`src/rtl/mvsel_pkg.sv`:
```
package mvsel_pkg;
	localparam int MV_W = 12;
	typedef logic signed [MV_W-1:0] mvsel_mv_t;
	localparam logic [7:0] ADDR_CTRL      = 8'h00;
	localparam logic [7:0] ADDR_MV_HI     = 8'h04;
	localparam logic [7:0] ADDR_MV_LO     = 8'h08;
	localparam logic [7:0] ADDR_MV_MAN    = 8'h0c;
	localparam logic [7:0] ADDR_MV_RST    = 8'h10;
	localparam logic [7:0] ADDR_MV_ERR    = 8'h14;
	localparam logic [7:0] ADDR_FIX_SP    = 8'h18;
	localparam logic [7:0] ADDR_STATUS    = 8'h1c;
	localparam logic [7:0] ADDR_MV_OUT    = 8'h20;
	localparam int CTRL_FOLLOW   = 0;
	localparam int CTRL_FIXMODE  = 1;
	localparam int CTRL_MANLIM   = 2;
	localparam int CTRL_HEATCOOL = 3;
	localparam int CTRL_POSPROP  = 4;
	localparam int CTRL_DIRECT   = 5;
	localparam int CTRL_CLOSECTL = 6;
	localparam int CTRL_W        = 7;
	localparam logic [CTRL_W-1:0] CTRL_RESET = 7'h00;
	localparam mvsel_mv_t MV_STD_MIN = -12'sd50;
	localparam mvsel_mv_t MV_HC_MIN  = -12'sd1050;
	localparam mvsel_mv_t MV_MAX     = 12'sd1050;
	localparam mvsel_mv_t MV_ZERO    = 12'sd0;
	localparam mvsel_mv_t MV_FULL    = 12'sd1000;
	localparam mvsel_mv_t HI_RESET   = 12'sd1000;
	localparam mvsel_mv_t LO_RESET   = 12'sd0;
	localparam int SP_W = 16;
	localparam logic [1:0] VALVE_HOLD = 2'h0;
	localparam logic [1:0] VALVE_OPEN = 2'h1;
	localparam logic [1:0] VALVE_SHUT = 2'h2;
	typedef enum logic [1:0] {
		MVSEL_SRC_CALC = 2'b00,
		MVSEL_SRC_ERR  = 2'b01,
		MVSEL_SRC_RST  = 2'b11,
		MVSEL_SRC_MAN  = 2'b10
	} mvsel_src_t;
endpackage : mvsel_pkg

```
`src/rtl/mvsel_clamp.sv`:
```
`timescale 1ns/10ps
module mvsel_clamp (
	// Value and limits.
	input  wire mvsel_pkg::mvsel_mv_t value,
	input  wire mvsel_pkg::mvsel_mv_t lim_lo,
	input  wire mvsel_pkg::mvsel_mv_t lim_hi,
	// Result.
	output mvsel_pkg::mvsel_mv_t      clamped
);
	import mvsel_pkg::*;
	always_comb begin
		if (value > lim_hi) begin
			clamped = lim_hi;
		end else if (value < lim_lo) begin
			clamped = lim_lo;
		end else begin
			clamped = value;
		end
	end
endmodule : mvsel_clamp

```
`src/rtl/mvsel_valve.sv`:
```
`timescale 1ns/10ps
module mvsel_valve (
	// Override value and mode.
	input  wire mvsel_pkg::mvsel_mv_t mv,
	input  wire logic                 direct,
	input  wire logic                 pot_err,
	input  wire mvsel_pkg::mvsel_mv_t opening,
	// Open and close drive.
	output logic                      open_on,
	output logic                      shut_on
);
	import mvsel_pkg::*;
	always_comb begin
		open_on = 1'b0;
		shut_on = 1'b0;
		if (!direct) begin
			open_on = (mv[1:0] == VALVE_OPEN);
			shut_on = (mv[1:0] == VALVE_SHUT);
		end else if (pot_err) begin
			open_on = (mv >= MV_FULL);
			shut_on = (mv <= MV_ZERO);
		end else begin
			open_on = (opening < mv);
			shut_on = (opening > mv);
		end
	end
endmodule : mvsel_valve

```
`src/rtl/mvsel_top.sv`:
```
`timescale 1ns/10ps
// Functional notes
// - Program to fixed with follow copies setpoint
// - No copy going fixed to program
// - Follow works only when enabled; off
// - Program time runs in manual, errors
// - Initial level halts program, outputs off
// - Calculated MV clamped to limits
// - Overrides unclamped except limited manual
// - Manual limit restricts manual MV range
// - One limit pair for heat/cool
// - Heat/cool sign picks side, +-105.0
// - Standard overrides -5.0..105.0, default 0.0
// - Enumerated override: open, shut, hold
// - Direct valve target opening, default 0.0
// - Priority manual, reset, then error
// - Pot error: reset MV thresholds valve
// - Pot error: error MV thresholds valve
// - Input error substitutes error MV
// - Setpoint source defaults to program
module mvsel_top (
	// Clock and reset.
	input  wire logic                   clk,
	input  wire logic                   rst_b,
	// Register port.
	input  wire logic [7:0]             reg_addr,
	input  wire logic [31:0]            reg_wdata,
	input  wire logic                   reg_wr,
	input  wire logic                   reg_rd,
	output logic [31:0]                 reg_rdata,
	// Controller state.
	input  wire mvsel_pkg::mvsel_mv_t   calc_mv,
	input  wire logic [15:0]            program_sp,
	input  wire logic                   manual_mode,
	input  wire logic                   reset_state,
	input  wire logic                   input_err,
	input  wire logic                   pot_err,
	input  wire mvsel_pkg::mvsel_mv_t   valve_opening,
	input  wire logic                   init_level,
	input  wire logic                   program_run_req,
	input  wire logic                   time_tick,
	// Outputs.
	output mvsel_pkg::mvsel_mv_t        mv_out,
	output logic                        heat_on,
	output logic                        cool_on,
	output logic                        ctrl_out1,
	output logic                        ctrl_out2,
	output logic                        program_running,
	output logic                        program_time_adv,
	output logic                        aux_outputs_off,
	output logic [15:0]                 fixed_sp
);
	import mvsel_pkg::*;

	logic [CTRL_W-1:0] ctrl_r;
	mvsel_mv_t         hi_r;
	mvsel_mv_t         lo_r;
	mvsel_mv_t         man_r;
	mvsel_mv_t         rst_mv_r;
	mvsel_mv_t         err_mv_r;
	logic [SP_W-1:0]   fix_sp_r;
	logic              fix_mode_d_r;
	mvsel_mv_t         mv_r;
	mvsel_mv_t         mv_nxt;
	logic              out1_r;
	logic              out2_r;
	logic              out1_nxt;
	logic              out2_nxt;
	logic              run_r;
	logic              adv_r;
	mvsel_src_t        src;
	mvsel_mv_t         calc_cl;
	mvsel_mv_t         man_cl;
	mvsel_mv_t         ovr_mv;
	mvsel_mv_t         wmv;
	mvsel_mv_t         ovr_min;
	logic              pv_err;
	logic              v_open;
	logic              v_shut;
	logic              posprop;
	logic              to_fixed;

	assign wmv      = mvsel_mv_t'(reg_wdata[MV_W-1:0]);
	assign ovr_min  = ctrl_r[CTRL_HEATCOOL] ? MV_HC_MIN : MV_STD_MIN;
	assign posprop  = ctrl_r[CTRL_POSPROP];
	assign pv_err   = input_err | (pot_err & ctrl_r[CTRL_CLOSECTL]);
	assign to_fixed = ctrl_r[CTRL_FIXMODE] & ~fix_mode_d_r;

	// Control word holds follow enable, source select and mode bits.
	always_ff @(posedge clk) begin
		if (!rst_b) begin
			ctrl_r <= CTRL_RESET;
		end else if (reg_wr && reg_addr == ADDR_CTRL) begin
			ctrl_r <= reg_wdata[CTRL_W-1:0];
		end
	end

	// Limit and override values; out-of-range writes are ignored.
	always_ff @(posedge clk) begin
		if (!rst_b) begin
			hi_r     <= HI_RESET;
			lo_r     <= LO_RESET;
			man_r    <= MV_ZERO;
			rst_mv_r <= MV_ZERO;
			err_mv_r <= MV_ZERO;
		end else if (reg_wr) begin
			case (reg_addr)
				ADDR_MV_HI: begin
					if (wmv <= MV_MAX && wmv >= ovr_min) hi_r <= wmv;
				end
				ADDR_MV_LO: begin
					if (wmv <= MV_MAX && wmv >= ovr_min) lo_r <= wmv;
				end
				ADDR_MV_MAN: begin
					if (wmv <= MV_MAX && wmv >= ovr_min) man_r <= wmv;
				end
				ADDR_MV_RST: begin
					if (wmv <= MV_MAX && wmv >= ovr_min) rst_mv_r <= wmv;
				end
				ADDR_MV_ERR: begin
					if (wmv <= MV_MAX && wmv >= ovr_min) err_mv_r <= wmv;
				end
				default: begin
				end
			endcase
		end
	end

	// Fixed setpoint follows program setpoint on a program-to-fixed switch when follow is enabled.
	always_ff @(posedge clk) begin
		if (!rst_b) begin
			fix_mode_d_r <= 1'b0;
		end else begin
			fix_mode_d_r <= ctrl_r[CTRL_FIXMODE];
		end
	end

	always_ff @(posedge clk) begin
		if (!rst_b) begin
			fix_sp_r <= '0;
		end else if (to_fixed && ctrl_r[CTRL_FOLLOW]) begin
			fix_sp_r <= program_sp;
		end else if (reg_wr && reg_addr == ADDR_FIX_SP) begin
			fix_sp_r <= reg_wdata[SP_W-1:0];
		end
	end

	mvsel_clamp u_calc_clamp (
		.value   (calc_mv),
		.lim_lo  (lo_r),
		.lim_hi  (hi_r),
		.clamped (calc_cl)
	);

	mvsel_clamp u_man_clamp (
		.value   (man_r),
		.lim_lo  (lo_r),
		.lim_hi  (hi_r),
		.clamped (man_cl)
	);

	// Source priority: manual, reset, error, calculated.
	always_comb begin
		if (manual_mode) begin
			src = MVSEL_SRC_MAN;
		end else if (reset_state) begin
			src = MVSEL_SRC_RST;
		end else if (pv_err) begin
			src = MVSEL_SRC_ERR;
		end else begin
			src = MVSEL_SRC_CALC;
		end
	end

	always_comb begin
		case (src)
			MVSEL_SRC_MAN:  ovr_mv = ctrl_r[CTRL_MANLIM] ? man_cl : man_r;
			MVSEL_SRC_RST:  ovr_mv = rst_mv_r;
			MVSEL_SRC_ERR:  ovr_mv = err_mv_r;
			default:        ovr_mv = calc_cl;
		endcase
	end

	mvsel_valve u_valve (
		.mv      (ovr_mv),
		.direct  (ctrl_r[CTRL_DIRECT]),
		.pot_err (pot_err),
		.opening (valve_opening),
		.open_on (v_open),
		.shut_on (v_shut)
	);

	always_comb begin
		mv_nxt   = ovr_mv;
		out1_nxt = 1'b0;
		out2_nxt = 1'b0;
		if (init_level) begin
			mv_nxt = MV_ZERO;
		end else if (posprop) begin
			out1_nxt = v_open;
			out2_nxt = v_shut;
		end else begin
			out1_nxt = ovr_mv > MV_ZERO;
			out2_nxt = ctrl_r[CTRL_HEATCOOL] && ovr_mv < MV_ZERO;
		end
	end

	always_ff @(posedge clk) begin
		if (!rst_b) begin
			mv_r   <= MV_ZERO;
			out1_r <= 1'b0;
			out2_r <= 1'b0;
		end else begin
			mv_r   <= mv_nxt;
			out1_r <= out1_nxt;
			out2_r <= out2_nxt;
		end
	end

	// Program run and time progression; errors and manual do not pause it.
	always_ff @(posedge clk) begin
		if (!rst_b) begin
			run_r <= 1'b0;
			adv_r <= 1'b0;
		end else begin
			run_r <= program_run_req & ~init_level;
			adv_r <= program_run_req & ~init_level & time_tick;
		end
	end

	always_ff @(posedge clk) begin
		if (!rst_b) begin
			reg_rdata <= '0;
		end else if (reg_rd) begin
			case (reg_addr)
				ADDR_CTRL:   reg_rdata <= {25'h0, ctrl_r};
				ADDR_MV_HI:  reg_rdata <= {{20{hi_r[MV_W-1]}}, hi_r};
				ADDR_MV_LO:  reg_rdata <= {{20{lo_r[MV_W-1]}}, lo_r};
				ADDR_MV_MAN: reg_rdata <= {{20{man_r[MV_W-1]}}, man_r};
				ADDR_MV_RST: reg_rdata <= {{20{rst_mv_r[MV_W-1]}}, rst_mv_r};
				ADDR_MV_ERR: reg_rdata <= {{20{err_mv_r[MV_W-1]}}, err_mv_r};
				ADDR_FIX_SP: reg_rdata <= {16'h0, fix_sp_r};
				ADDR_STATUS: reg_rdata <= {26'h0, src, out2_r, out1_r, run_r, pv_err};
				ADDR_MV_OUT: reg_rdata <= {{20{mv_r[MV_W-1]}}, mv_r};
				default:     reg_rdata <= 32'h0;
			endcase
		end else begin
			reg_rdata <= 32'h0;
		end
	end

	assign mv_out           = mv_r;
	assign ctrl_out1        = out1_r;
	assign ctrl_out2        = out2_r;
	assign heat_on          = out1_r & ~posprop;
	assign cool_on          = out2_r & ~posprop;
	assign program_running  = run_r;
	assign program_time_adv = adv_r;
	assign aux_outputs_off  = init_level;
	assign fixed_sp         = fix_sp_r;

	follow_copy_a: assert property (@(posedge clk) disable iff (!rst_b)
		(to_fixed && ctrl_r[CTRL_FOLLOW]) |=> fix_sp_r == $past(program_sp))
		else $error("fixed setpoint not copied");
	no_back_copy_a: assert property (@(posedge clk) disable iff (!rst_b)
		(!ctrl_r[CTRL_FIXMODE] && !(reg_wr && reg_addr == ADDR_FIX_SP)) |=> $stable(fix_sp_r))
		else $error("fixed setpoint changed in program mode");
	init_off_a: assert property (@(posedge clk) disable iff (!rst_b)
		init_level |=> (!out1_r && !out2_r && !run_r && mv_r == MV_ZERO))
		else $error("outputs live at initial level");
	calc_clamp_a: assert property (@(posedge clk) disable iff (!rst_b)
		(src == MVSEL_SRC_CALC && !init_level && lo_r <= hi_r) |=>
		(mv_r <= $past(hi_r) && mv_r >= $past(lo_r)))
		else $error("calculated MV out of limits");
	rst_bypass_a: assert property (@(posedge clk) disable iff (!rst_b)
		(src == MVSEL_SRC_RST && !init_level) |=> mv_r == $past(rst_mv_r))
		else $error("reset MV not passed through");
	man_limit_a: assert property (@(posedge clk) disable iff (!rst_b)
		(manual_mode && ctrl_r[CTRL_MANLIM] && !init_level && lo_r <= hi_r) |=>
		(mv_r <= $past(hi_r) && mv_r >= $past(lo_r)))
		else $error("manual MV not limited");
	priority_a: assert property (@(posedge clk) disable iff (!rst_b)
		(manual_mode && !ctrl_r[CTRL_MANLIM] && !init_level) |=> mv_r == $past(man_r))
		else $error("manual MV lost priority");
	err_subst_a: assert property (@(posedge clk) disable iff (!rst_b)
		(pv_err && !manual_mode && !reset_state && !init_level) |=> mv_r == $past(err_mv_r))
		else $error("error MV not substituted");
	pot_valve_a: assert property (@(posedge clk) disable iff (!rst_b)
		(posprop && ctrl_r[CTRL_DIRECT] && pot_err && !init_level && ovr_mv >= MV_FULL)
		|=> (out1_r && !out2_r))
		else $error("open output missing on pot error");
	time_run_a: assert property (@(posedge clk) disable iff (!rst_b)
		(program_run_req && time_tick && !init_level) |=> adv_r)
		else $error("program time stalled");
	pot_shut_a: assert property (@(posedge clk) disable iff (!rst_b)
		(posprop && ctrl_r[CTRL_DIRECT] && pot_err && !init_level && ovr_mv <= MV_ZERO)
		|=> (!out1_r && out2_r))
		else $error("close output missing on pot error");
	pot_hold_a: assert property (@(posedge clk) disable iff (!rst_b)
		(posprop && ctrl_r[CTRL_DIRECT] && pot_err && !init_level &&
		ovr_mv > MV_ZERO && ovr_mv < MV_FULL) |=> (!out1_r && !out2_r))
		else $error("valve not held on pot error");
	enum_open_a: assert property (@(posedge clk) disable iff (!rst_b)
		(posprop && !ctrl_r[CTRL_DIRECT] && !init_level && ovr_mv[1:0] == VALVE_OPEN)
		|=> (out1_r && !out2_r))
		else $error("open choice not driven");
	enum_shut_a: assert property (@(posedge clk) disable iff (!rst_b)
		(posprop && !ctrl_r[CTRL_DIRECT] && !init_level && ovr_mv[1:0] == VALVE_SHUT)
		|=> (!out1_r && out2_r))
		else $error("shut choice not driven");
	enum_hold_a: assert property (@(posedge clk) disable iff (!rst_b)
		(posprop && !ctrl_r[CTRL_DIRECT] && !init_level && ovr_mv[1:0] == VALVE_HOLD)
		|=> (!out1_r && !out2_r))
		else $error("hold choice not driven");
	direct_open_a: assert property (@(posedge clk) disable iff (!rst_b)
		(posprop && ctrl_r[CTRL_DIRECT] && !pot_err && !init_level && valve_opening < ovr_mv)
		|=> (out1_r && !out2_r))
		else $error("valve not opened toward target");
	direct_shut_a: assert property (@(posedge clk) disable iff (!rst_b)
		(posprop && ctrl_r[CTRL_DIRECT] && !pot_err && !init_level && valve_opening > ovr_mv)
		|=> (!out1_r && out2_r))
		else $error("valve not closed toward target");
	heat_side_a: assert property (@(posedge clk) disable iff (!rst_b)
		(!posprop && !init_level && ovr_mv > MV_ZERO) |=> (out1_r && !out2_r))
		else $error("heating side not driven");
	cool_side_a: assert property (@(posedge clk) disable iff (!rst_b)
		(!posprop && ctrl_r[CTRL_HEATCOOL] && !init_level && ovr_mv < MV_ZERO)
		|=> (!out1_r && out2_r))
		else $error("cooling side not driven");
	follow_off_a: assert property (@(posedge clk) disable iff (!rst_b)
		(!ctrl_r[CTRL_FOLLOW] && !(reg_wr && reg_addr == ADDR_FIX_SP)) |=> $stable(fix_sp_r))
		else $error("fixed setpoint copied with follow off");
	time_stop_a: assert property (@(posedge clk) disable iff (!rst_b)
		init_level |=> !adv_r)
		else $error("program time ran at initial level");
	follow_cov: cover property (@(posedge clk) disable iff (!rst_b)
		to_fixed && ctrl_r[CTRL_FOLLOW]);
	man_cov: cover property (@(posedge clk) disable iff (!rst_b)
		manual_mode && reset_state && pv_err);
	pot_cov: cover property (@(posedge clk) disable iff (!rst_b)
		posprop && ctrl_r[CTRL_DIRECT] && pot_err && reset_state);
	valve_cov: cover property (@(posedge clk) disable iff (!rst_b)
		posprop && !ctrl_r[CTRL_DIRECT] && ovr_mv[1:0] == VALVE_SHUT);
	init_cov: cover property (@(posedge clk) disable iff (!rst_b)
		init_level && program_run_req);
endmodule : mvsel_top

```
`config.mk`:
```
export PLATFORM = sky130hd
export DESIGN_NAME = mvsel_top
export DESIGN_NICKNAME = d
export VERILOG_FILES = /design/src/rtl/mvsel_pkg.sv /design/src/rtl/mvsel_clamp.sv /design/src/rtl/mvsel_valve.sv /design/src/rtl/mvsel_top.sv
export SDC_FILE = /design/constraint.sdc
export NUM_CORES = 1
export LEC_CHECK = 0
export ABC_CLOCK_PERIOD_IN_PS = 9500
export BUFFER_PORTS_ARGS = -buffer_cell sky130_fd_sc_hd__buf_2
export CAP_MARGIN = 40
export CELL_PAD_IN_SITES_DETAIL_PLACEMENT = 1
export CELL_PAD_IN_SITES_GLOBAL_PLACEMENT = 2
export CORE_UTILIZATION = 25
export DETAILED_ROUTE_END_ITERATION = 10
export PLACE_DENSITY = 0.67
export SLEW_MARGIN = 20
export SYNTH_ARGS = -nofsm -noshare
export SYNTH_HDL_FRONTEND = slang
export SYNTH_SLANG_ARGS = --single-unit
```
`constraint.sdc`:
```
create_clock -name clk -period 9.5 [get_ports clk]
set_input_delay 0.475 -clock clk [delete_from_list [all_inputs] [get_ports clk]]
set_output_delay 0.475 -clock clk [all_outputs]
set_load 0.02 [all_outputs]
```
# After elaboration in Yosys (flattened, before gate mapping)
# Index checks and enable logic that the tools add are counted.
dict set report totals {
  output_inout_bits 67
  input_bits 91
  wordCells 83
  reg_bits 132
}
dict set report op_classes {
  eq_ne 13
  n_mux 19
  n_lt_le_gt_ge 12
  n_bitwise 11
  n_reduce_logical 14
}
# operator count
set op_table {}
lappend op_table {{32-bit case mux with 9 select lines} 1}
lappend op_table {{12-bit two-way mux} 5}
lappend op_table {{12-bit greater-than comparator} 3}
lappend op_table {{12-bit less-than comparator} 3}
lappend op_table {{12-bit case mux with 3 select lines} 1}
lappend op_table {{8-bit by 5-bit == test with 1-bit output, second input constant} 4}
lappend op_table {{16-bit two-way mux} 2}
lappend op_table {{8-bit by 4-bit == test with 1-bit output, second input constant} 2}
lappend op_table {{3-bit AND reduction} 5}
lappend op_table {{12-bit by 11-bit >= comparator with 1-bit output, second input constant} 1}
lappend op_table {{12-bit >= comparator} 1}
lappend op_table {{12-bit by 1-bit greater-than comparator with 1-bit output, second input constant} 1}
lappend op_table {{12-bit by 1-bit <= comparator with 1-bit output, second input constant} 1}
lappend op_table {{12-bit <= comparator, second input constant} 1}
lappend op_table {{12-bit by 1-bit less-than comparator with 1-bit output, second input constant} 1}
lappend op_table {{11-bit two-way mux} 1}
lappend op_table {{8-bit by 3-bit == test with 1-bit output, second input constant} 1}
lappend op_table {{8-bit by 6-bit == test with 1-bit output, second input constant} 1}
lappend op_table {{8-bit logical NOT} 1}
lappend op_table {{1-bit two-way mux} 7}
lappend op_table {{1-bit AND} 6}
lappend op_table {{2-bit == test, second input constant} 3}
lappend op_table {{1-bit logical AND} 5}
lappend op_table {{2-bit by 1-bit == test with 1-bit output, second input constant} 2}
lappend op_table {{6 further kinds} 10}

# Longest topological paths before layout
# Gate-level depths: netlist of the first run.
dict set report logic_depth {
  word_depth 11
  mapped_depth 21
  depth_no_buf 20
}

# Modules after synthesis
# A second synthesis of the first run with hierarchy kept.
dict set report unflattened {
  cells_unflattened 922
  area_unflattened_um2 7780.0
}
# module cells_per_inst instances area_per_inst_um2 seq_area_each_um2
set modules_own_cells {}
lappend modules_own_cells {mvsel_top 635 1 5592.9 2342.2}
lappend modules_own_cells {mvsel_clamp 113 2 877.1 0.0}
lappend modules_own_cells {mvsel_valve 61 1 432.9 0.0}

# Worst setup path before layout of the first run
# OpenSTA, ideal clock, no wires.
dict set report synth_timing {
  kind {input to register}
  startpoint {input port calc_mv[8]}
  endpoint {register out2_r, in the netlist ctrl_out2}
  path_slack_ns 5.283
  arrival_time_ns 4.096
  path_buffers 0
  setup_ns 0.122
  t_required_ns 9.378
  path_stages 19
  cell_sequence {ha_1 > nand3_1 > or4_1 > a31oi_1 > a31oi_1 > nor2_1 > a211oi_1 > a41oi_1 > ha_1 > a21o_1 > a21oi_1 > nor2b_1 > o21ai_0 > a21oi_1 > nor3_1 > nor3_1 > o31ai_1 > a21oi_1 > o311a_1}
}
dict set report synth_via {
  elab_chain_len 8
  elab_cells_between_ends 13
  cone_classes {5 x order compare; 1 x eq/ne; 6 x mux; 1 x reduce/logical}
}
# item line_no
set synth_rtl {}
lappend synth_rtl {{start, declared} mvsel_top.sv:32} ;# input wire mvsel_pkg::mvsel_mv_t calc_mv,
lappend synth_rtl {{12-bit less-than comparator} mvsel_clamp.sv:14} ;# end else if (value < lim_lo) begin
lappend synth_rtl {{12-bit two-way mux} mvsel_clamp.sv:14}
lappend synth_rtl {{12-bit two-way mux *} mvsel_clamp.sv:12} ;# if (value > lim_hi) begin
lappend synth_rtl {{12-bit case mux with 3 select lines *} mvsel_top.sv:176} ;# case (src)
lappend synth_rtl {{12-bit greater-than comparator / 12-bit by 1-bit <= comparator with 1-bit output (equally long branches)} {mvsel_valve.sv:24, mvsel_valve.sv:21}}
lappend synth_rtl {{1-bit two-way mux} mvsel_valve.sv:19} ;# end else if (pot_err) begin
lappend synth_rtl {{1-bit two-way mux} mvsel_valve.sv:16} ;# if (!direct) begin
lappend synth_rtl {{1-bit two-way mux *} mvsel_top.sv:199} ;# end else if (posprop) begin
lappend synth_rtl {{end signal, assigned} mvsel_top.sv:216} ;# out2_r <= out2_nxt;
lappend synth_rtl {{end, declared} mvsel_top.sv:66} ;# logic out2_r;
# Mark *: on every way between the ends. The rest lies on a longest branch, timed or not.
# A chain may end at the register's enable or synchronous reset.

# Worst setup path after layout of the first run
dict set report layout_timing {
  startpoint {register lo_r[2]}
  endpoint {register out2_r, in the netlist ctrl_out2}
}
dict set report layout_via {
  elab_chain_len 9
  elab_cells_between_ends 16
  cone_classes {5 x order compare; 1 x eq/ne; 9 x mux; 1 x reduce/logical}
}
# item line_no
set layout_rtl {}
lappend layout_rtl {{start, declared} mvsel_top.sv:57} ;# mvsel_mv_t lo_r;
lappend layout_rtl {{start signal, assigned} mvsel_top.sv:112} ;# if (wmv <= MV_MAX && wmv >= ovr_min) lo_r <= wmv;
lappend layout_rtl {{12-bit less-than comparator} mvsel_clamp.sv:14}
lappend layout_rtl {{12-bit two-way mux} mvsel_clamp.sv:14}
lappend layout_rtl {{12-bit two-way mux} mvsel_clamp.sv:12}
lappend layout_rtl {{12-bit two-way mux} mvsel_top.sv:177} ;# MVSEL_SRC_MAN: ovr_mv = ctrl_r[CTRL_MANLIM] ? man_cl : man_r;
lappend layout_rtl {{12-bit case mux with 3 select lines *} mvsel_top.sv:176}
lappend layout_rtl {{12-bit greater-than comparator / 12-bit by 1-bit <= comparator with 1-bit output (equally long branches)} {mvsel_valve.sv:24, mvsel_valve.sv:21}}
lappend layout_rtl {{1-bit two-way mux} mvsel_valve.sv:19}
lappend layout_rtl {{1-bit two-way mux} mvsel_valve.sv:16}
lappend layout_rtl {{1-bit two-way mux *} mvsel_top.sv:199}
# Marks and branches as above.

==> results.toml, run 1 <==
[grt]
grtUsageTotal_pct = 19.2
grt_pass1_wl_mm = 44.5
grt_max_degree = 87
grt_overflow = 0
antenna_found_initial = 0
grt_pass1_vias = 7247

[routing]
via_count = 7070
met1_length_mm = 13.5
drc = 0
firstDrtPassIters = 5
wl_per_cell_um = 21.4
antenna_left = 0
first_iter_violations = 365
wl_met3_mm = 1.24
wl_met2_mm = 14.4
wl_mm = 29.6
highest_layer = "met4"
via_per_inst = 5.12

[job]
maxCapViolCount = 0

[worst_setup_path]
r2r_end = "ctrl_out2"
slowest_delay_ns = 0.64
crit_path_end_kind = "flip-flop"
crit_path_cell_trace = "inv_1, ha_1, o21ai_0, a31oi_1, o31ai_1, a221o_2, o31ai_2, nand2b_1, a41oi_1, ha_1, a21o_1, a21oi_1, nor2b_1, o21ai_0, a21oi_1, nor3_1, nor3_1, o31ai_1, a21oi_1, o311a_1"
cp_slowest_cell = "o31ai_2"
worst_ep_required_time_ns = 9.80
cp_num_buf_inv = 1
crit_top_cell = "a21oi_1"
crit_arrival_ns = 5.82
critPathKind = "flip-flop to flip-flop"
worstPathMaxFanout = 14
worst-r2r-cell-count = 20
startpoint_type = "flip-flop"
r2r-start = "lo_r[2]"
reg2reg_slack_ns = 3.99
crit_start = "lo_r[2]"
crit_family = "compound AO/OA/AOI/OAI gates"

[sta]
clock.fmax_ghz = 0.181
setup_viol = 0
worst_pin_slew_ns = 0.887
timing.final.crit_share_pct = 58.0
rsz0062_at_grt = "no"
drv_slew = 0
setup_tns_ns = 0
relSlewSlack_pct = 40.7
clock_skew_ns = 0.00531
hold_viol = 0
period_needed_ns = 5.51

[cells_and_area]
final_util_pct = 30.9
n_antenna_cell = 0
fillers = 3579
multi_input_area_mm2 = 0.00483
final_cell_mix = "buf_2, dfxtp_1, mux2i_1"
mostFrequentLayoutCell = "buf_2"
drive_gt1_share_pct = 22.6
regArea_mm2 = 0.00234
final_nets = 1131
area_growth_pct = 20.4

[power]
power_frac_comb_pct = 10.2
power.internal_mw = 0.933
p_leak_nw = 4.36
power_mw = 1.24
power.share.clock_pct = 50.0
power_density_mw_per_mm2 = 135
power.switching_mw = 0.312
switching_share_pct = 25.1
p_seq_share_pct = 39.8
vdd_drop_max_uv = 97.7

[clock_network]
cts.sink_count = 117
hold_buffers = 0
cts.path.max_buffers = 2
cts_resized = 0
cts_tree = "yes"
h-tree-depth = 4
root_buffer = "clkbuf_16"
clk_latency_ns = 0.42
postCtsSetupBuffers = 0
cts_inserted_buffers = 17
clk_pin_slew_ns = 0.05

[die]
io_pins = 158
initial_utilization_pct = 25.6
coreArea_mm2 = 0.0300
dieArea_mm2 = 0.0314
placementRows = 63
die_h_um = 177
die_x_um = 177

[logic_synthesis]
synth_seq_cells = 117
avgSynthCellArea_um2 = 8.81
syn-num-nets = 1024
synth_ff_type = "dfxtp_1"
ys_seq_area_share_pct = 30.5
syn_inst = 872
synthArstFlopShare_pct = 0
synth_edf_count = 0
synthDistinctLibCells = 84
synth_area_mm2 = 0.00768
synth_warnings = 0

[hold_path]
hold_class = "primary input to flip-flop"
hp-start = "program_run_req"
whs_endpoint = "program_running"
whs_path_depth = 2

[place]
hpwl_mm = 22.9
port_buffers = 141
gp_congestion = 0.833

[outcome]
outcome = "complete, no violations"
sequential cells by signal, indices dropped and copies added (netlist names):
signal,flops
ctrl_out1,1
ctrl_out2,1
ctrl_r,7
err_mv_r,12
fix_mode_d_r,1
fixed_sp,16
hi_r,12
lo_r,12
man_r,12
mv_out,12
program_running,1
program_time_adv,1
reg_rdata,17
rst_mv_r,12
cells in the mapped netlist (3+ instances only):
cell type / number / area, um2
buf_2: 8 / 40.0
a221oi_1: 11 / 96.3
a22o_1: 6 / 52.6
a211oi_1: 9 / 67.6
a41oi_1: 3 / 26.3
nand2_1: 55 / 206
o211ai_1: 8 / 60.1
clkbuf_8: 3 / 41.3
o211a_1: 17 / 170
nand3b_1: 3 / 22.5
a21o_1: 13 / 97.6
mux2_2: 5 / 56.3
or4_1: 5 / 37.5
nor4_1: 3 / 18.8
inv_1: 35 / 131
clkbuf_1: 36 / 135
buf_1: 5 / 18.8
nand4_1: 12 / 75.1
nor3_1: 9 / 45.0
ha_1: 61 / 763
o22ai_1: 10 / 62.6
nor2_1: 56 / 210
and2_1: 6 / 37.5
o221a_2: 4 / 45.0
nand2b_1: 7 / 43.8
o21ai_1: 3 / 15.0
a31o_2: 3 / 26.3
nand3_1: 23 / 115
and3_1: 4 / 25.0
nor2b_1: 68 / 425
dfxtp_1: 117 / 2340
mux2i_1: 98 / 981
buf_4: 16 / 120
o21ai_0: 30 / 150
a21oi_1: 34 / 170
a31oi_1: 10 / 62.6
o221ai_1: 3 / 26.3
a22oi_1: 14 / 105
layout make-up:
| type | instances | area share [%] |
|---|---|---|
| clock buffers | 23 | 5.39 |
| clock inverters | 9 | 0.812 |
| inverters | 38 | 1.54 |
| multi-input cells | 648 | 52.3 |
| flip-flops and latches | 117 | 25.3 |
| well taps | 390 | 5.28 |
| repair buffers | 157 | 9.33 |
how the worst max path moves through the flow:
stage           endpoint  slack, ns  cells past startpoint
6_report       ctrl_out2       3.99                     20
5_1_grt        ctrl_out2       3.64                     20
4_1_cts        ctrl_out2       4.00                     20
3_5_place_dp   ctrl_out2       3.96                     21
3_3_place_gp   ctrl_out2       4.04                     21
2_1_floorplan  ctrl_out2       5.28                     19
kinds of logic (layout without fill, tap and decap cells):
logic type,count (synthesis),after routing,share of synthesized area (%)
muxes,105,105,14.1
DFF,117,117,30.5
and+or+nand+nor,274,274,19.0
AOI/OAI and AO/OA,208,208,19.8
adders and majority gates,61,61,9.94
buffers and inverters,107,227,6.63
metal layers:
metal | up-vias | global-route usage [%]
li1 | 3414 | -
met1 | 3490 | 24.2
met4 | 0 | 5.45
met3 | 28 | 4.15
met5 | - | 0
met2 | 138 | 32.5
stage by stage:
step	hold WS, ns	cells	cell area, um2	setup WS [ns]
floorplan	0.462	872	7680	5.28
global placement	0.463	1343	8580	4.04
detailed placement	0.468	1346	8620	3.96
CTS	0.250	1378	9190	4.00
global route	0.273	1382	9240	3.64
finish	0.264	1382	9240	3.99
power by group through the flow:
stage	clock network, mW	logic, mW	registers, mW
6_report	0.622	0.128	0.495
5_1_grt	0.658	0.139	0.495
4_1_cts	0.634	0.127	0.495
3_5_place_dp	0	0.127	0.505
3_3_place_gp	0	0.126	0.505
2_1_floorplan	0	0.0705	0.507
Power figures use the tool's default switching activity.
==> inputs of run 2 (changes only) <==
- ABC_AREA: default -> 1
- ABC_CLOCK_PERIOD_IN_PS: 9500 -> 5450
- PLACE_DENSITY: 0.67 -> 0.73
- clock period: 9.5 -> 5.45 ns (I/O delays scaled with it)
==> run 2 against run 1 <==
  * Largest cell class unchanged
  * Final area is 1.6% lower
  * Synthesized area is 2.9% lower
  * Critical path depth increased by 8
  * Via count is 15% higher
  * First-iteration DRC count rose by 58%
  * Largest power group unchanged
==> results.toml, run 2 <==
[sta]
setup_viol = 0
timing.final.crit_share_pct = 86.2
relSlewSlack_pct = 48.5
worst_pin_slew_ns = 0.770
setup_tns_ns = 0
fin_ws_ns = 0.751
hold_viol = 0
hold-worst-slack_ns = 0.0629
drv_slew = 0
period_needed_ns = 4.70
rsz0062_at_grt = "no"
clock.fmax_ghz = 0.213
clock_skew_ns = 0.0163

[die]
placementRows = 62
initial_utilization_pct = 25.7
coreArea_mm2 = 0.0290
die_x_um = 175
die_h_um = 175
io_pins = 158
dieArea_mm2 = 0.0305

[logic_synthesis]
synth.top_cells.by_area = "dfxtp_1, nand2_1, ha_1"
synth_seq_cells = 117
avgSynthCellArea_um2 = 6.66
yosysMostFrequentCell = "nand2_1"
ys_seq_area_share_pct = 31.4
synth_area_mm2 = 0.00745
syn_inst = 1119
synthArstFlopShare_pct = 0
syn-num-nets = 1271
synth_ff_type = "dfxtp_1"
synthTopCellsByCount = "nand2_1, inv_1, dfxtp_1"
post-synth-top-area-cell = "dfxtp_1"
synth_edf_count = 0
synth_top_cell_area_share_pct = 31.4
synth_warnings = 0
synthDistinctLibCells = 39

[routing]
wl_mm = 33.3
met1_length_mm = 15.4
drc = 0
wl_met3_mm = 1.74
highest_layer = "met4"
via_per_inst = 5.01
wl_per_cell_um = 20.4
wl_met2_mm = 15.3
antenna_left = 0
first_iter_violations = 576
via_count = 8162
firstDrtPassIters = 5

[worst_setup_path]
startpoint_type = "flip-flop"
slowest_delay_ns = 0.58
critPathKind = "flip-flop to flip-flop"
cp_slowest_cell = "nand2_1"
crit_arrival_ns = 5.06
worst_ep_required_time_ns = 5.81
worstPathMaxFanout = 13
crit_top_cell = "nand2_1"
crit_path_end_kind = "flip-flop"

[clock_network]
h-tree-depth = 4
cts_resized = 0
clk_latency_ns = 0.43
cts_tree = "yes"
hold_buffers = 0
cts.sink_count = 117
root_buffer = "clkbuf_16"
clk_pin_slew_ns = 0.06
cts.path.max_buffers = 2
cts_inserted_buffers = 17
postCtsSetupBuffers = 0

[power]
p_leak_nw = 4.23
vdd_drop_max_uv = 202
power_density_mw_per_mm2 = 246

[hold_path]
hold_class = "primary input to flip-flop"

[cells_and_area]
largest_reg_flops = 17
final_cell_mix = "nand2_1, buf_2, inv_1"
mostFrequentLayoutCell = "nand2_1"
top_register = "reg_rdata"
drive_gt1_share_pct = 16.9
n_antenna_cell = 0
area_growth_pct = 22.0
final_nets = 1386

[outcome]
outcome = "complete, no violations"

[grt]
grt_max_degree = 61
grt_overflow = 0
antenna_found_initial = 0
grtUsageTotal_pct = 22.1
grt_pass1_wl_mm = 50.6
grt_pass1_vias = 8286

[place]
hpwl_mm = 26.0
gp_congestion = 0.858
pre_cts_slack_ns = 0.786
port_buffers = 141

[job]
maxCapViolCount = 0
[run 2: cell types whose count changed after synthesis, sizes merged, moves of 17 or more]
cell / delta
nand2: +221
inv: +104
mux2i: -98
a21oi: +79
nor2b: -68
o21ai: +68
nand3: +57
o211a: -17
[run 2: final cells by class]
cell class | count | area (um2)
clock buffers | 17 | 425
clock inverters | 14 | 179
fillers | 3728 | 19900
inverters | 143 | 537
multi-input cells | 794 | 4250
flip-flops and latches | 117 | 2340
well taps | 384 | 480
repair buffers | 161 | 878
[run 2: kinds of logic after synthesis]
logic type / share of synthesized area, %
AOI/OAI and AO/OA: 22.4
buffers and inverters: 11.6
adders and majority gates: 10.2
DFF: 31.4
and+or+nand+nor: 24.4
[run 2: final timing paths]
kind / cells after the start / start / end / slack, ns
setup reg to reg: 28 / hi_r[11] / ctrl_out2 / 0.75
hold / removal: 3 / program_run_req / program_running / 0.06
setup / recovery: 28 / hi_r[11] / ctrl_out2 / 0.75
hold reg to reg: 2 / err_mv_r[10] / err_mv_r[10] / 0.47
[run 2: stage by stage]
step	cell area, um2	power, mW	instances	util, %
after global routing	9090	2.32	1630	31.3
after global placement	8440	1.09	1595	29.1
after CTS	9070	2.26	1628	31.2
after floorplan	7450	0.993	1119	-
after detailed placement	8460	1.09	1597	29.2
final	9090	2.24	1630	31.3
[run 2: power breakdown]
group / switching (mW) / internal (mW)
clock: 0.446 / 0.721
combinational: 0.145 / 0.0669
sequential: 0.00323 / 0.859
[run 2: metal layers]
layer / vias up / global-route usage, %
li1: 3970 / -
met1: 3902 / 29.3
met2: 234 / 35.7
met3: 56 / 4.37
met4: 0 / 7.46
met5: - / 0
[run 2: critical path, delay by kind of cell, from the launching register on]
family	cells	cell delay [ns]
adders and majority gates	2	0.54
buffers and inverters	3	0.21
and+or+nand+nor	14	2.03
DFF	1	0.34
AOI/OAI and AO/OA	9	1.49
==> inputs of run 3 (changes only) <==
--- a/config.mk
+++ b/config.mk
@@ -8,3 +8,3 @@
 export ABC_AREA = 1
-export ABC_CLOCK_PERIOD_IN_PS = 5450
+export ABC_CLOCK_PERIOD_IN_PS = 5000
 export BUFFER_PORTS_ARGS = -buffer_cell sky130_fd_sc_hd__buf_2
@@ -13,5 +13,5 @@
 export CELL_PAD_IN_SITES_GLOBAL_PLACEMENT = 2
-export CORE_UTILIZATION = 25
+export CORE_UTILIZATION = 30
 export DETAILED_ROUTE_END_ITERATION = 10
-export PLACE_DENSITY = 0.73
+export PLACE_DENSITY = 0.84
 export SLEW_MARGIN = 20
==> constraint.sdc (replaced) <==
create_clock -name clk -period 5 [get_ports clk]
set_input_delay 0.25 -clock clk [delete_from_list [all_inputs] [get_ports clk]]
set_output_delay 0.25 -clock clk [all_outputs]
set_load 0.05 [all_outputs]
==> run 3 against run 2 <==
  * Flip-flop and latch count is the same
  * Core utilization grew 5.9 points
  * Fmax grew 10%
  * Highest routed layer unchanged
  * Critical path type unchanged
  * Clock power grew 9%
  * Total power grew 9.5%
==> results.toml, run 3 (same netlist as run 2, synthesis figures left out) <==
[cells_and_area]
mostFrequentLayoutCell = "nand2_1"
top_register = "reg_rdata"
stdcell_count = 1576
final_nets = 1390
area_growth_pct = 21.5
drive_gt1_share_pct = 17.3
final_cell_mix = "nand2_1, buf_2, inv_1"
regArea_mm2 = 0.00234
fillers = 3146
largest_reg_flops = 17
multi_input_area_mm2 = 0.00426

[grt]
antenna_found_initial = 0
grt_pass1_wl_mm = 49.0
grt_overflow = 0
grtUsageTotal_pct = 25.7
grt_pass1_vias = 8302
grt_max_degree = 74

[outcome]
outcome = "complete, no violations"

[die]
initial_utilization_pct = 30.7
die_x_um = 160
io_pins = 158
placementRows = 57
coreArea_mm2 = 0.0243
dieArea_mm2 = 0.0255
die_h_um = 160

[worst_setup_path]
crit_top_cell = "nand2_1"
crit_family = "compound AO/OA/AOI/OAI gates"
critPathKind = "flip-flop to flip-flop"
slowest_delay_ns = 0.38
worst_ep_required_time_ns = 5.30
worstPathMaxFanout = 11
crit_path_end_kind = "flip-flop"
crit_arrival_ns = 4.57
cp_num_buf_inv = 4
cp_slowest_cell = "nand2_1"
startpoint_type = "flip-flop"

[routing]
firstDrtPassIters = 5
drc = 0
first_iter_violations = 401
via_count = 8318
antenna_left = 0
via_per_inst = 5.28
wl_mm = 32.5
wl_per_cell_um = 20.6

[place]
hpwl_mm = 24.9
port_buffers = 141
gp_congestion = 0.886
dp.cells = 1541

[sta]
setup_tns_ns = 0
rsz0062_at_grt = "no"
worst_pin_slew_ns = 0.851
drv_slew = 0
hold_viol = 0
clock_skew_ns = 0.0129
setup_viol = 0
relSlewSlack_pct = 43.1
period_needed_ns = 4.27
clock.fmax_ghz = 0.234
timing.final.crit_share_pct = 85.3

[clock_network]
h-tree-depth = 4
postCtsSetupBuffers = 0
cts_resized = 0
root_buffer = "clkbuf_16"
clk_pin_slew_ns = 0.06
cts.sink_count = 117
clk_latency_ns = 0.44
cts_tree = "yes"
cts.path.max_buffers = 2
hold_buffers = 0
cts_inserted_buffers = 17

[power]
power.internal_mw = 1.77
p_seq_share_pct = 38.3
power_frac_comb_pct = 9.9
p_leak_nw = 4.26
power.switching_mw = 0.684
power.share.clock_pct = 51.8
power_mw = 2.45
power_density_mw_per_mm2 = 271
vdd_drop_max_uv = 184
switching_share_pct = 27.9

[hold_path]
hold_class = "primary input to flip-flop"

[job]
maxCapViolCount = 0
[run 3: through the flow]
stage / setup WS (ns) / cell area [um2] / hold slack (ns) / util [%]
floorplan: 1.57 / 7450 / 0.362 / -
global placement: 0.876 / 8380 / 0.455 / 34.5
detailed placement: 0.765 / 8420 / 0.467 / 34.6
CTS: 0.731 / 9030 / 0.0269 / 37.1
global route: 0.436 / 9050 / 0.0524 / 37.2
finish: 0.733 / 9050 / 0.0336 / 37.2
[run 3: final timing paths]
check | slack [ns] | cells past startpoint | start | endpoint
max | 0.73 | 27 | hi_r[5] | ctrl_out2
min | 0.03 | 3 | program_run_req | program_running
max reg2reg | 0.73 | 27 | hi_r[5] | ctrl_out2
min reg2reg | 0.48 | 2 | rst_mv_r[11] | rst_mv_r[11]
[run 3: final cells by class]
| class | instances | area share (%) |
|---|---|---|
| multi-input combinational | 794 | 47.0 |
| sequential | 117 | 25.9 |
| timing repair buffer | 165 | 10.0 |
| inverter | 143 | 5.93 |
| clock buffer | 18 | 4.85 |
| tap | 324 | 4.48 |
| clock inverter | 14 | 1.80 |
| antenna | 1 | 0.0276 |
[run 3: per-layer routing]
| layer | wire, um | GRT usage (%) | part of all wire [%] | vias up |
|---|---|---|---|---|
| met1 | 14800 | 33.8 | 45 | 4018 |
| li1 | - | - | - | 3981 |
| met5 | 0 | 0 | 0 | - |
| met3 | 1690 | 3.30 | 5.2 | 63 |
| met2 | 15000 | 41.9 | 46 | 256 |
| met4 | 1040 | 11.1 | 3.2 | 0 |
[run 3: power by group through the flow]
stage	Clock, mW	Combinational, mW	Sequential, mW
final	1.27	0.243	0.939
after global routing	1.32	0.268	0.939
after CTS	1.28	0.242	0.939
after detailed placement	0	0.241	0.960
after global placement	0	0.236	0.960
after floorplan	0	0.123	0.969
[run 3: worst min-delay path: stages]
cell,delay [ns]
buf_2,0.10
inv_1,0.04
nor2_1,0.03
